**src/adder_funnel_pkg.sv**
```systemverilog
// shared constants, types and layouts for the adder and funnel slice
package adder_funnel_pkg;
   localparam int          WORD_W      = 32;
   localparam int          GROUP_W     = 4;
   localparam int          GROUP_N     = 8;
   localparam int          ADDR_W      = 8;
   // apb register byte offsets
   localparam logic [7:0]  OFF_CTRL    = 8'h00;
   localparam logic [7:0]  OFF_STATUS  = 8'h04;
   localparam logic [7:0]  OFF_MIRROR  = 8'h08;
   localparam logic [7:0]  OFF_ACC     = 8'h0C;
   localparam logic [7:0]  OFF_OPERAND = 8'h10;
   localparam logic [7:0]  OFF_CARRY   = 8'h14;
   // control register fields
   localparam int          CTRL_ACCEL_BIT = 0;
   localparam int          CTRL_PREC_LSB  = 1;
   localparam logic [2:0]  CTRL_RESET     = 3'h0;
   // status register fields
   localparam int          STAT_ADDER_BIT = 0;
   localparam int          STAT_HIGH_BIT  = 1;
   // word constants, bit 0 is the most significant position
   localparam logic [31:0] WORD_ZERO      = 32'h00000000;
   localparam logic [31:0] WORD_ONES      = 32'hFFFFFFFF;
   localparam logic [31:0] KEEP_LOW_BYTES = 32'h00FFFFFF;
   localparam logic [31:0] MASK_LOW_HALF  = 32'h0000FFFF;
   localparam logic [31:0] MASK_HIGH_HALF = 32'hFFFF0000;
   localparam logic [31:0] MASK_DISP      = 32'h00000FFF;
   localparam logic [31:0] MASK_IMM_EVEN  = 32'h0000FF00;
   localparam logic [31:0] MASK_IMM_ODD   = 32'h000000FF;
   localparam logic [31:0] MASK_PREC_8    = 32'hFF000000;
   localparam logic [31:0] MASK_PREC_10   = 32'hFFFF0000;
   localparam logic [31:0] MASK_PREC_12   = 32'hFFFFFF00;
   typedef logic [0:31] word_t;
   typedef enum logic [2:0] {
      SD_NONE = 3'b000, SD_FULL = 3'b001, SD_LOW_HALF = 3'b010, SD_HIGH_HALF = 3'b011,
      SD_DISP = 3'b100, SD_IMM_BYTE = 3'b101, SD_FP_LONG = 3'b110
   } sd_sel_t;
   typedef enum logic [1:0] {
      PREC_8 = 2'b00, PREC_10 = 2'b01, PREC_12 = 2'b10, PREC_14 = 2'b11
   } prec_t;
   typedef struct packed {
      logic [7:0]  paddr;
      logic        psel;
      logic        penable;
      logic        pwrite;
      logic [31:0] pwdata;
   } apb_req_t;
   typedef struct packed {
      logic [31:0] prdata;
      logic        pready;
      logic        pslverr;
   } apb_rsp_t;
   typedef struct packed {
      logic    mirror_reset;
      logic    mirror_reset_byte0;
      logic    mirror_set;
      logic    mirror_decond;
      logic    mirror_copy_acc;
      logic    acc_reset;
      logic    acc_set;
      logic    funnel_strobe;
      logic    operand_load;
      logic    subtract;
      logic    gate_carry;
      logic    gate_operand;
      logic    gate_cross;
      sd_sel_t sd_sel;
      logic    odd_addr;
      logic    latch_clear;
      logic    latch_strobe;
   } ctl_t;
endpackage

```
**src/carry_lookahead_adder_funnel.sv**
```systemverilog
// adder slice: carry mirror, carry network, funnel, accumulator, apb access
module carry_lookahead_adder_funnel
   import adder_funnel_pkg::*;
(
   input  logic     ref_clk,
   input  logic     rst_n,
   input  apb_req_t apb_req,
   output apb_rsp_t apb_rsp,
   input  ctl_t     ctl,
   input  word_t    storage_data,
   input  word_t    hw_data,
   output word_t    acc_out,
   output word_t    operand_out,
   output logic     adder_carry_out_latch,
   output logic     high_bit_carry_latch
);
   word_t       mirror;
   word_t       acc;
   word_t       operand;
   word_t       carry_vec;
   word_t       carry_word;
   word_t       funnel;
   logic        carry_top;
   logic [2:0]  ctrl;
   logic [31:0] prdata;
   logic        apb_setup;
   logic        apb_write;
   logic        addr_hit;
   prec_t       prec;
   logic        accel_en;

   assign accel_en = ctrl[CTRL_ACCEL_BIT];
   assign prec     = prec_t'(ctrl[CTRL_PREC_LSB +: 2]);

   // carry network sees operand and mirror with no gating
   carry_lookahead_network u_network (
      .operand   (operand),
      .mirror    (mirror),
      .carry_in  (ctl.subtract),
      .carry_vec (carry_vec),
      .carry_top (carry_top)
   );

   // output n comes from position n+1; no output numbered 31
   assign carry_word = {carry_vec[1:31], 1'b0};

   // funnel merges every enabled source
   register_input_funnel u_funnel (
      .sd_sel       (ctl.sd_sel),
      .prec         (prec),
      .odd_addr     (ctl.odd_addr),
      .storage_data (storage_data),
      .hw_data      (hw_data),
      .carry_word   (carry_word),
      .operand      (operand),
      .gate_carry   (ctl.gate_carry),
      .gate_operand (ctl.gate_operand),
      .cross_en     (ctl.gate_cross & accel_en),
      .funnel       (funnel)
   );

   // carry mirror: reset, set, copy, byte zero clear, then xor entry
   always_ff @(posedge ref_clk or negedge rst_n) begin
      if (!rst_n) begin
         mirror <= WORD_ZERO;
      end else if (ctl.mirror_reset) begin
         mirror <= WORD_ZERO;
      end else if (ctl.mirror_set) begin
         mirror <= WORD_ONES;
      end else if (ctl.mirror_copy_acc) begin
         mirror <= acc;
      end else if (ctl.mirror_reset_byte0) begin
         mirror <= mirror & KEEP_LOW_BYTES;
      end else if (ctl.funnel_strobe && !ctl.mirror_decond) begin
         // decondition keeps carries from feeding back
         mirror <= mirror ^ funnel;
      end
   end

   // accumulator: reset, set, or xor funnel entry
   always_ff @(posedge ref_clk or negedge rst_n) begin
      if (!rst_n) begin
         acc <= WORD_ZERO;
      end else if (ctl.acc_reset) begin
         acc <= WORD_ZERO;
      end else if (ctl.acc_set) begin
         acc <= WORD_ONES;
      end else if (ctl.funnel_strobe) begin
         acc <= acc ^ funnel;
      end
   end

   // operand register loads the funnel
   always_ff @(posedge ref_clk or negedge rst_n) begin
      if (!rst_n) begin
         operand <= WORD_ZERO;
      end else if (ctl.operand_load) begin
         operand <= funnel;
      end
   end

   // condition carry latches, set wins over clear
   always_ff @(posedge ref_clk or negedge rst_n) begin
      if (!rst_n) begin
         adder_carry_out_latch <= 1'b0;
         high_bit_carry_latch  <= 1'b0;
      end else begin
         if (ctl.latch_strobe && carry_top) begin
            adder_carry_out_latch <= 1'b1;
         end else if (ctl.latch_clear) begin
            adder_carry_out_latch <= 1'b0;
         end
         if (ctl.latch_strobe && carry_word[0]) begin
            high_bit_carry_latch <= 1'b1;
         end else if (ctl.latch_clear) begin
            high_bit_carry_latch <= 1'b0;
         end
      end
   end

   assign acc_out     = acc;
   assign operand_out = operand;

   // apb decode
   assign apb_setup = apb_req.psel && !apb_req.penable;
   assign apb_write = apb_req.psel && apb_req.penable && apb_req.pwrite;
   always_comb begin
      case (apb_req.paddr)
         OFF_CTRL, OFF_STATUS, OFF_MIRROR, OFF_ACC, OFF_OPERAND, OFF_CARRY: addr_hit = 1'b1;
         default: addr_hit = 1'b0;
      endcase
   end

   // control register, written in the access phase
   always_ff @(posedge ref_clk or negedge rst_n) begin
      if (!rst_n) begin
         ctrl <= CTRL_RESET;
      end else if (apb_write && apb_req.paddr == OFF_CTRL) begin
         ctrl <= apb_req.pwdata[2:0];
      end
   end

   // read data captured in the setup cycle
   always_ff @(posedge ref_clk or negedge rst_n) begin
      if (!rst_n) begin
         prdata <= WORD_ZERO;
      end else if (apb_setup) begin
         case (apb_req.paddr)
            OFF_CTRL:    prdata <= {29'h00000000, ctrl};
            OFF_STATUS:  prdata <= {30'h00000000, high_bit_carry_latch, adder_carry_out_latch};
            OFF_MIRROR:  prdata <= mirror;
            OFF_ACC:     prdata <= acc;
            OFF_OPERAND: prdata <= operand;
            OFF_CARRY:   prdata <= carry_word;
            default:     prdata <= WORD_ZERO;
         endcase
      end
   end

   // zero wait states, error on unmapped access
   assign apb_rsp.prdata  = prdata;
   assign apb_rsp.pready  = 1'b1;
   assign apb_rsp.pslverr = apb_req.psel && apb_req.penable && !addr_hit;
endmodule // carry_lookahead_adder_funnel

```
**src/carry_lookahead_network.sv**
```systemverilog
// eight groups of four carry positions with group bypass
module carry_lookahead_network
   import adder_funnel_pkg::*;
(
   input  word_t operand,
   input  word_t mirror,
   input  logic  carry_in,
   output word_t carry_vec,
   output logic  carry_top
);
   logic [0:GROUP_N] group_cin;

   // forced low-order carry enters the lowest group
   assign group_cin[GROUP_N] = carry_in;
   assign carry_top          = group_cin[0];

   for (genvar g = 0; g < GROUP_N; g++) begin : grp
      localparam int B = g * GROUP_W;
      logic [0:3] gen;
      logic [0:3] prop;
      logic [1:3] k;
      // generate where operand one meets mirror zero, propagate on mirror one
      assign gen  = operand[B +: GROUP_W] & ~mirror[B +: GROUP_W];
      assign prop = mirror[B +: GROUP_W];
      // internal ripple, low order toward high order
      assign k[3] = gen[3] | (prop[3] & group_cin[g + 1]);
      assign k[2] = gen[2] | (prop[2] & k[3]);
      assign k[1] = gen[1] | (prop[1] & k[2]);
      // top position collects the group carry directly
      assign group_cin[g] = gen[0] | (prop[0] & gen[1]) | (prop[0] & prop[1] & gen[2])
                          | (prop[0] & prop[1] & prop[2] & gen[3])
                          | ((&prop) & group_cin[g + 1]);
      assign carry_vec[B +: GROUP_W] = {group_cin[g], k[1:3]};
   end
endmodule // carry_lookahead_network

```
**src/register_input_funnel.sv**
```systemverilog
// or-combining funnel of storage, carry, operand and crossover sources
module register_input_funnel
   import adder_funnel_pkg::*;
(
   input  sd_sel_t sd_sel,
   input  prec_t   prec,
   input  logic    odd_addr,
   input  word_t   storage_data,
   input  word_t   hw_data,
   input  word_t   carry_word,
   input  word_t   operand,
   input  logic    gate_carry,
   input  logic    gate_operand,
   input  logic    cross_en,
   output word_t   funnel
);
   word_t sd_mask;
   word_t cross_word;

   // storage-data range select
   always_comb begin
      case (sd_sel)
         SD_FULL:      sd_mask = WORD_ONES;
         SD_LOW_HALF:  sd_mask = MASK_LOW_HALF;
         SD_HIGH_HALF: sd_mask = MASK_HIGH_HALF;
         SD_DISP:      sd_mask = MASK_DISP;
         SD_IMM_BYTE:  sd_mask = odd_addr ? MASK_IMM_ODD : MASK_IMM_EVEN;
         SD_FP_LONG: begin
            case (prec)
               PREC_8:  sd_mask = MASK_PREC_8;
               PREC_10: sd_mask = MASK_PREC_10;
               PREC_12: sd_mask = MASK_PREC_12;
               default: sd_mask = WORD_ONES;
            endcase
         end
         default:      sd_mask = WORD_ZERO;
      endcase
   end

   // hardware funnel low half moved into high half
   assign cross_word = cross_en ? {hw_data[16:31], 16'h0000} : WORD_ZERO;

   // all enabled sources merge by or
   assign funnel = (storage_data & sd_mask)
                 | (gate_carry ? carry_word : WORD_ZERO)
                 | (gate_operand ? operand : WORD_ZERO)
                 | cross_word;
endmodule // register_input_funnel

```
**config.mk**
```make
export PLATFORM = sky130hd
export DESIGN_NAME = carry_lookahead_adder_funnel
export DESIGN_NICKNAME = d
export VERILOG_FILES = /design/src/adder_funnel_pkg.sv /design/src/carry_lookahead_adder_funnel.sv /design/src/carry_lookahead_network.sv /design/src/register_input_funnel.sv
export SDC_FILE = /design/constraint.sdc
export NUM_CORES = 1
export LEC_CHECK = 0
export ABC_AREA = 1
export BUFFER_PORTS_ARGS = -buffer_cell sky130_fd_sc_hd__buf_4
export CELL_PAD_IN_SITES_DETAIL_PLACEMENT = 0
export CELL_PAD_IN_SITES_GLOBAL_PLACEMENT = 1
export CORE_ASPECT_RATIO = 0.5
export CORE_MARGIN = 4
export CORE_UTILIZATION = 42
export CTS_BUF_LIST = sky130_fd_sc_hd__clkbuf_8
export DETAILED_ROUTE_END_ITERATION = 10
export PLACE_DENSITY = 0.9
export SYNTH_ARGS = -nofsm -noshare
export SYNTH_HDL_FRONTEND = slang
export SYNTH_HIERARCHICAL = 1
export SYNTH_SLANG_ARGS = --single-unit
```
**constraint.sdc**
```tcl
create_clock -name ref_clk -period 3.8 [get_ports ref_clk]
set_input_delay 0.76 -clock ref_clk [delete_from_list [all_inputs] [get_ports ref_clk]]
set_output_delay 0.76 -clock ref_clk [all_outputs]
set_load 0.02 [all_outputs]
```
### Word level (Yosys, flattened, before mapping)

Index checks and enable logic that the tools add are counted.

| word-level totals | value |
|---|---|
| register bits after elaboration | 133 |
| bits of input ports | 128 |
| output and inout port bits | 100 |
| word-level logic and storage cells | 220 |

| operators by class | value |
|---|---|
| equality and inequality tests | 14 |
| mux-type cells | 19 |
| bitwise gates (word level) | 151 |
| reductions and logical operators | 28 |

Operator list:

| operator | number |
|---|---|
| $pmux W32 S6 | 2 |
| $mux W32 | 11 |
| $or A32 B32 Y32 | 3 |
| $and A1 B1 Y1 | 73 |
| $pmux W24 S3 | 1 |
| $xor A32 B32 Y32 | 2 |
| $or A1 B1 Y1 | 56 |
| $and A32 B32 Y32 | 1 |
| $and A4 B4 Y4 | 8 |
| $not A4 Y4 | 8 |
| $reduce_and A4 Y1 | 8 |
| $eq A8 B4 Y1 const B | 2 |
| $eq A8 B5 Y1 const B | 2 |
| $mux W16 | 1 |
| $eq A3 B3 Y1 const B | 3 |
| $eq A8 B3 Y1 const B | 1 |
| $logic_and A1 B1 Y1 | 8 |
| $logic_not A8 Y1 | 1 |
| $eq A3 B2 Y1 const B | 2 |
| $reduce_or A6 Y1 | 1 |
| $reduce_bool A5 Y1 | 1 |
| $mux W1 | 4 |
| $ne A4 B3 Y1 const B | 1 |
| $reduce_bool A2 Y1 | 2 |
| other kinds (8) | 10 |

### Logic depth before layout (Yosys ltp)

| logic depth | value |
|---|---|
| depth after elaboration | 35 |
| mapped depth | 29 |
| gate-level depth less buffers | 29 |

### Cells and area by module

Netlist, hierarchy kept.

By module, submodules not included:

| module | instances | cells each | area each (um^2) | seq. area each (um^2) |
|---|---|---|---|---|
| carry_lookahead_adder_funnel | 1 | 1,050 | 7,473.4 | 3,328.2 |
| register_input_funnel | 1 | 176 | 867.1 | 0.0 |
| carry_lookahead_network | 1 | 160 | 814.5 | 0.0 |

### Worst setup path before layout

No wires, ideal clock.

| timing path | value |
|---|---|
| path type | input-to-reg |
| start | in ctl[9] (netlist bit) |
| end | reg mirror[23] |
| setup time | 0.130 ns |
| arrival time | 2.677 ns |
| required time | 3.670 ns |
| path slack | 0.993 ns |
| stages on the path | 27 |
| path buffers | 0 |
| path through | nand2_1 -> nand2_2 -> nand3_1 -> nand2_2 -> nand2_2 -> nand2_4 -> nand2_4 -> nand2_4 -> nand2_4 -> nand2_4 -> nand2_4 -> nand2_4 -> nand2_1 -> o21ai_1 -> nand2_1 -> o21ai_1 -> nand2_1 -> o21ai_1 -> a22o_1 -> a21oi_1 -> nand2_1 -> inv_1 -> nand2_1 -> nand3_1 -> nand2_1 -> nand3_1 -> o21ai_1 |

| between the ends | value |
|---|---|
| longest elaborated chain between the ends | 26 |

Ends and longest elaborated chain:

| item | RTL line | source |
|---|---|---|
| start, declared | carry_lookahead_adder_funnel.sv:9 | `input ctl_t ctl,` |
| $and A1 B1 Y1 | carry_lookahead_network.sv:32 | `\| ((&prop) & group_cin[g + 1]);` |
| $or A1 B1 Y1 | carry_lookahead_network.sv:32 |  |
| net carry_vec[3] | carry_lookahead_adder_funnel.sv:20 | `word_t carry_vec;` |
| $and A1 B1 Y1 | carry_lookahead_network.sv:32 |  |
| $or A1 B1 Y1 | carry_lookahead_network.sv:32 |  |
| net carry_vec[7] | carry_lookahead_adder_funnel.sv:20 |  |
| $and A1 B1 Y1 | carry_lookahead_network.sv:32 |  |
| $or A1 B1 Y1 | carry_lookahead_network.sv:32 |  |
| net carry_vec[11] | carry_lookahead_adder_funnel.sv:20 |  |
| [2 not listed] | - |  |
| net carry_vec[15] | carry_lookahead_adder_funnel.sv:20 |  |
| [2 not listed] | - |  |
| net carry_vec[19] | carry_lookahead_adder_funnel.sv:20 |  |
| [2 not listed] | - |  |
| net carry_vec[20] | carry_lookahead_adder_funnel.sv:20 |  |
| [2 not listed] | - |  |
| net carry_vec[21] | carry_lookahead_adder_funnel.sv:20 |  |
| [2 not listed] | - |  |
| net carry_vec[22] | carry_lookahead_adder_funnel.sv:20 |  |
| [3 not listed] | - |  |
| $or A32 B32 Y32 | register_input_funnel.sv:47 | `\| cross_word;` |
| net funnel[23] | carry_lookahead_adder_funnel.sv:22 | `word_t funnel;` |
| $xor A32 B32 Y32 | carry_lookahead_adder_funnel.sv:76 | `mirror <= mirror ^ funnel;` |
| $mux W32 | carry_lookahead_adder_funnel.sv:74 | `end else if (ctl.funnel_strobe && !ctl.mirror_decond) begin` |
| $mux W32 | carry_lookahead_adder_funnel.sv:72 | `end else if (ctl.mirror_reset_byte0) begin` |
| $mux W32 | carry_lookahead_adder_funnel.sv:70 | `end else if (ctl.mirror_copy_acc) begin` |
| $mux W32 | carry_lookahead_adder_funnel.sv:68 | `end else if (ctl.mirror_set) begin` |
| $mux W32 | carry_lookahead_adder_funnel.sv:66 | `end else if (ctl.mirror_reset) begin` |
| end signal, assigned | carry_lookahead_adder_funnel.sv:73 | `mirror <= mirror & KEEP_LOW_BYTES;` |
| end signal, assigned | carry_lookahead_adder_funnel.sv:76 |  |
| end, declared | carry_lookahead_adder_funnel.sv:17 | `word_t mirror;` |

The timed path passes the listed nets, and every way through them passes these cells. The select of a mux whose other input is x is not followed.
A chain may end at the register's enable or synchronous reset.

### Worst setup path in the final report

| timing path | value |
|---|---|
| start | reg mirror[0] |
| end | reg mirror[23] |

| between the ends | value |
|---|---|
| longest elaborated chain between the ends | 29 |
| elaborated cells between the ends (all ways) | 31 |
| classes of those cells | mux (6); bitwise (24); reduce/logical (1) |

Ends and longest elaborated chain:

| item | RTL line | source |
|---|---|---|
| $not A4 Y4 | carry_lookahead_network.sv:23 | `assign gen = operand[B +: GROUP_W] & ~mirror[B +: GROUP_W];` |
| $and A4 B4 Y4 | carry_lookahead_network.sv:23 |  |
| $and A1 B1 Y1 | carry_lookahead_network.sv:31 | `\| (prop[0] & prop[1] & prop[2] & gen[3])` |
| $or A1 B1 Y1 | carry_lookahead_network.sv:31 |  |
| $or A1 B1 Y1 (*) | carry_lookahead_network.sv:32 |  |
| net carry_vec[3] | carry_lookahead_adder_funnel.sv:20 |  |
| $and A1 B1 Y1 (*) | carry_lookahead_network.sv:32 |  |
| $or A1 B1 Y1 (*) | carry_lookahead_network.sv:32 |  |
| net carry_vec[7] | carry_lookahead_adder_funnel.sv:20 |  |
| [2 not listed] | - |  |
| net carry_vec[11] | carry_lookahead_adder_funnel.sv:20 |  |
| [2 not listed] | - |  |
| net carry_vec[15] | carry_lookahead_adder_funnel.sv:20 |  |
| [2 not listed] | - |  |
| net carry_vec[19] | carry_lookahead_adder_funnel.sv:20 |  |
| [2 not listed] | - |  |
| net carry_vec[20] | carry_lookahead_adder_funnel.sv:20 |  |
| [2 not listed] | - |  |
| net carry_vec[21] | carry_lookahead_adder_funnel.sv:20 |  |
| [2 not listed] | - |  |
| net carry_vec[22] | carry_lookahead_adder_funnel.sv:20 |  |
| [3 not listed] | - |  |
| $or A32 B32 Y32 (*) | register_input_funnel.sv:47 |  |
| net funnel[23] | carry_lookahead_adder_funnel.sv:22 |  |
| $xor A32 B32 Y32 (*) | carry_lookahead_adder_funnel.sv:76 |  |
| $mux W32 (*) | carry_lookahead_adder_funnel.sv:74 |  |
| $mux W32 (*) | carry_lookahead_adder_funnel.sv:72 |  |
| $mux W32 (*) | carry_lookahead_adder_funnel.sv:70 |  |
| $mux W32 (*) | carry_lookahead_adder_funnel.sv:68 |  |
| $mux W32 (*) | carry_lookahead_adder_funnel.sv:66 |  |

The timed path passes the listed nets; every way through them passes the cells marked *. The select of a mux whose other input is x is not followed.

==> impl_metrics.sql <==
INSERT INTO impl_metrics (metric_group, metric, value, unit) VALUES
('run_status', 'status', 'complete, no violations', ''),
('timing', 'rsz0062_at_grt', 'false', ''),
('drt', 'dr.first_iter.drc_count', '1025', ''),
('timing', 'slew_headroom', '42.18', '%'),
('cells_and_area', 'final_area', '11030', 'um^2'),
('die', 'placeableCoreArea', '20970', 'um^2'),
('worst_setup_path', 'critPathLaunch', 'mirror[0]', ''),
('pwr', 'p_total', '4.549', 'mW'),
('hold_path', 'hp-class', 'in2async', ''),
('global_route', 'global_route_overflow', '0', ''),
('worst_setup_path', 'critPathArrivalTime', '3.44', 'ns'),
('timing', 'setup_total_negative_slack', '0', 'ns'),
('timing', 'tightestPinTransition', '0.8664', 'ns'),
('cells_and_area', 'n_fill_cell', '2097', ''),
('clock_network', 'cts.root.buffer_cell', 'sky130_fd_sc_hd__clkbuf_8', ''),
('placement', 'dp_hpwl', '21520', 'um'),
('timing', 'final-hold-violation-count', '0', ''),
('clock_network', 'post_cts.repair.setup_buffers', '0', ''),
('pwr', 'vdd.ir_drop.worst', '0.1635', 'mV'),
('die', 'start_util', '43.62', '%'),
('global_route', 'global_route.usage.total', '27.38', '%'),
('clock_network', 'clock_sinks', '133', ''),
('die', 'dieWidth', '216.7', 'um'),
('clock_network', 'cts_resized', '0', ''),
('drt', 'detail_route.vias_per_cell', '5.526', ''),
('clock_network', 'tritoncts.num_buffers', '17', ''),
('global_route', 'number_of_antenna_violations_at_the_first_check_in_global_routing', '0', ''),
('die', 'y_dimension_of_the_die', '112.4', 'um'),
('logic_synthesis', 'postSynthNetCount', '1513', ''),
('worst_setup_path', 'timing.critical_path.slowest_cell_delay', '0.44', 'ns'),
('drt', 'antenna_violating_nets_post_route', '0', ''),
('logic_synthesis', 'syn-cell-area', '9148', 'um^2'),
('cells_and_area', 'final_net_count', '1656', ''),
('timing', 'maxClockFrequency', '0.3282', 'GHz'),
('cells_and_area', 'layout_cell_share_with_drive_strength_beyond_1', '18.49', '%'),
('worst_setup_path', 'reg2reg_depth', '28', ''),
('drt', 'dr.pass1.iters', '6', ''),
('placement', 'area_of_placed_instances', '10580', 'um^2'),
('cells_and_area', 'count_of_inserted_antenna_diode_cells', '0', ''),
('logic_synthesis', 'synth_warnings', '6', ''),
('global_route', 'first_global_vias', '9823', ''),
('pwr', 'power_leakage', '5.702', 'nW'),
('timing', 'finalWorstPathRequiredPeriod', '3.047', 'ns'),
('worst_setup_path', 'timing.critical_path.buf_inv', '2', ''),
('timing', 'timing.clock.skew', '0.009597', 'ns'),
('clock_network', 'cts_hold_repair.buffers', '0', ''),
('flow_run', 'cap_viol_max_count', '0', ''),
('die', 'die_area', '24350', 'um^2'),
('timing', 'timing_max_transition_violations_final', '0', ''),
('worst_setup_path', 'worstReg2RegEnd', 'mirror[23]', ''),
('clock_network', 'htree_num_levels', '4', ''),
('pwr', 'p_per_area', '412.4', 'nW/um^2'),
('worst_setup_path', 'critical_path_required', '4.19', 'ns'),
('clock_network', 'clock_path_buffers', '2', ''),
('drt', 'route.final.wire_length', '33650', 'um'),
('placement', 'port-buffer-count', '181', ''),
('global_route', 'largest_net_degree_at_the_start_of_global_routing', '72', ''),
('cells_and_area', 'syn_to_final_growth', '20.59', '%'),
('cells_and_area', 'multi_input_area', '4853', 'um^2'),
('die', 'io-pin-count', '228', ''),
('clock_network', 'insertion_delay', '0.47', 'ns'),
('placement', 'place.gp.congestion', '0.8698', ''),
('worst_setup_path', 'setup.worst_path.class', 'reg2reg', ''),
('clock_network', 'cts_tree', 'built', ''),
('timing', 'timing.final.setup_violations', '0', ''),
('timing', 'holdWs', '0.3251', 'ns'),
('clock_network', 'worst_setup_hold_path_clk_slew', '0.08', 'ns'),
('worst_setup_path', 'worst_path_dominant_cell_family', 'simple AND/OR/NAND/NOR gates', ''),
('global_route', 'grt_pass1_wl', '52960', 'um'),
('die', 'num_rows', '37', ''),
('logic_synthesis', 'avgSynthCellArea', '6.605', 'um^2'),
('worst_setup_path', 'regToRegSetupSlack', '0.75', 'ns'),
('worst_setup_path', 'critical_path_cell_with_the_highest_stage_delay', 'sky130_fd_sc_hd__dfrtp_1', ''),
('logic_synthesis', 'post_synth_inst_count', '1385', ''),
('worst_setup_path', 'worst_setup_path_end_kind', 'flop', ''),
('drt', 'routed_wire_length_per_instance', '18.36', 'um'),
('worst_setup_path', 'critical_path.reg2reg.startpoint', 'mirror[0]', ''),
('cells_and_area', 'area.sequential', '3328', 'um^2'),
('drt', 'dr_total_vias', '10129', ''),
('worst_setup_path', 'start_kind', 'flop', ''),
('worst_setup_path', 'timing.critical_path.fanout_max', '5', ''),
('timing', 'finalCritPeriodShare', '80.18', '%'),
('drt', 'post-route-drc-count', '0', '');
==> sequential cells by signal (all words and copies together), names as in the netlist <==
name and flops:
adder_carry_out_latch 1, acc_out 32, high_bit_carry_latch 1, mirror 32, prdata 32, operand_out 32
ctrl 3
==> final cells by class <==
cell class                 count  share of cell area [%]
clock buffer                  24                   2.995
clock inverter                 8                   1.078
inverter                     137                   4.662
multi-input combinational   1037                   44.00
sequential                   133                   30.17
tap                          292                   3.312
timing repair buffer         202                   13.78
==> cells in the final DEF, fill, tap and decap left out, drive strengths merged, types with 2 or more instances in the layout <==
cell type,count
clkinv,2
or2,4
nor4b,3
inv,138
clkinvlp,2
clkbuf,24
dfrtp,133
o21ai,186
nor2,131
a211oi,2
nand3,173
conb,2
bufinv,3
nor3,6
a22o,24
nand2,413
a21oi,75
buf,202
a31oi,2
nand4,11
==> per-layer routing <==
layer	track usage [%]	vias to the layer above	part of all wire, %
met5	0	-	0
met1	36.91	4811	43
met2	45.16	462	46
li1	-	4805	-
met3	4.842	51	8.4
met4	8.735	0	2.2
==> worst register-to-register path: cells and delay by family (launching register included) <==
family	cells	cell delay, ns
and+or+nand+nor	20	1.64
AOI/OAI and AO/OA	6	0.75
buffers and inverters	2	0.15
DFF	1	0.44
==> through the flow <==
stage	std cells	util [%]	setup slack, ns
floorplan	1385	-	0.9927
global placement	1801	50.46	0.5033
detailed placement	1801	50.46	0.4772
CTS	1833	52.60	0.8152
global route	1833	52.60	0.3937
finish	1833	52.60	0.7533
==> worst max path at each step <==
stage / cells past startpoint / end / slack [ns]
final: 28 / mirror[23] / 0.75
after global routing: 28 / mirror[23] / 0.39
after CTS: 28 / mirror[23] / 0.82
after detailed placement: 28 / mirror[23] / 0.48
after global placement: 28 / mirror[23] / 0.50
after floorplan: 27 / mirror[23] / 0.99
==> power by group <==
part,switching [mW],internal [mW]
logic,0.867,0.509
clock network,0.608,0.769
registers,0.230,1.57
(Power assumes the default switching activity.)
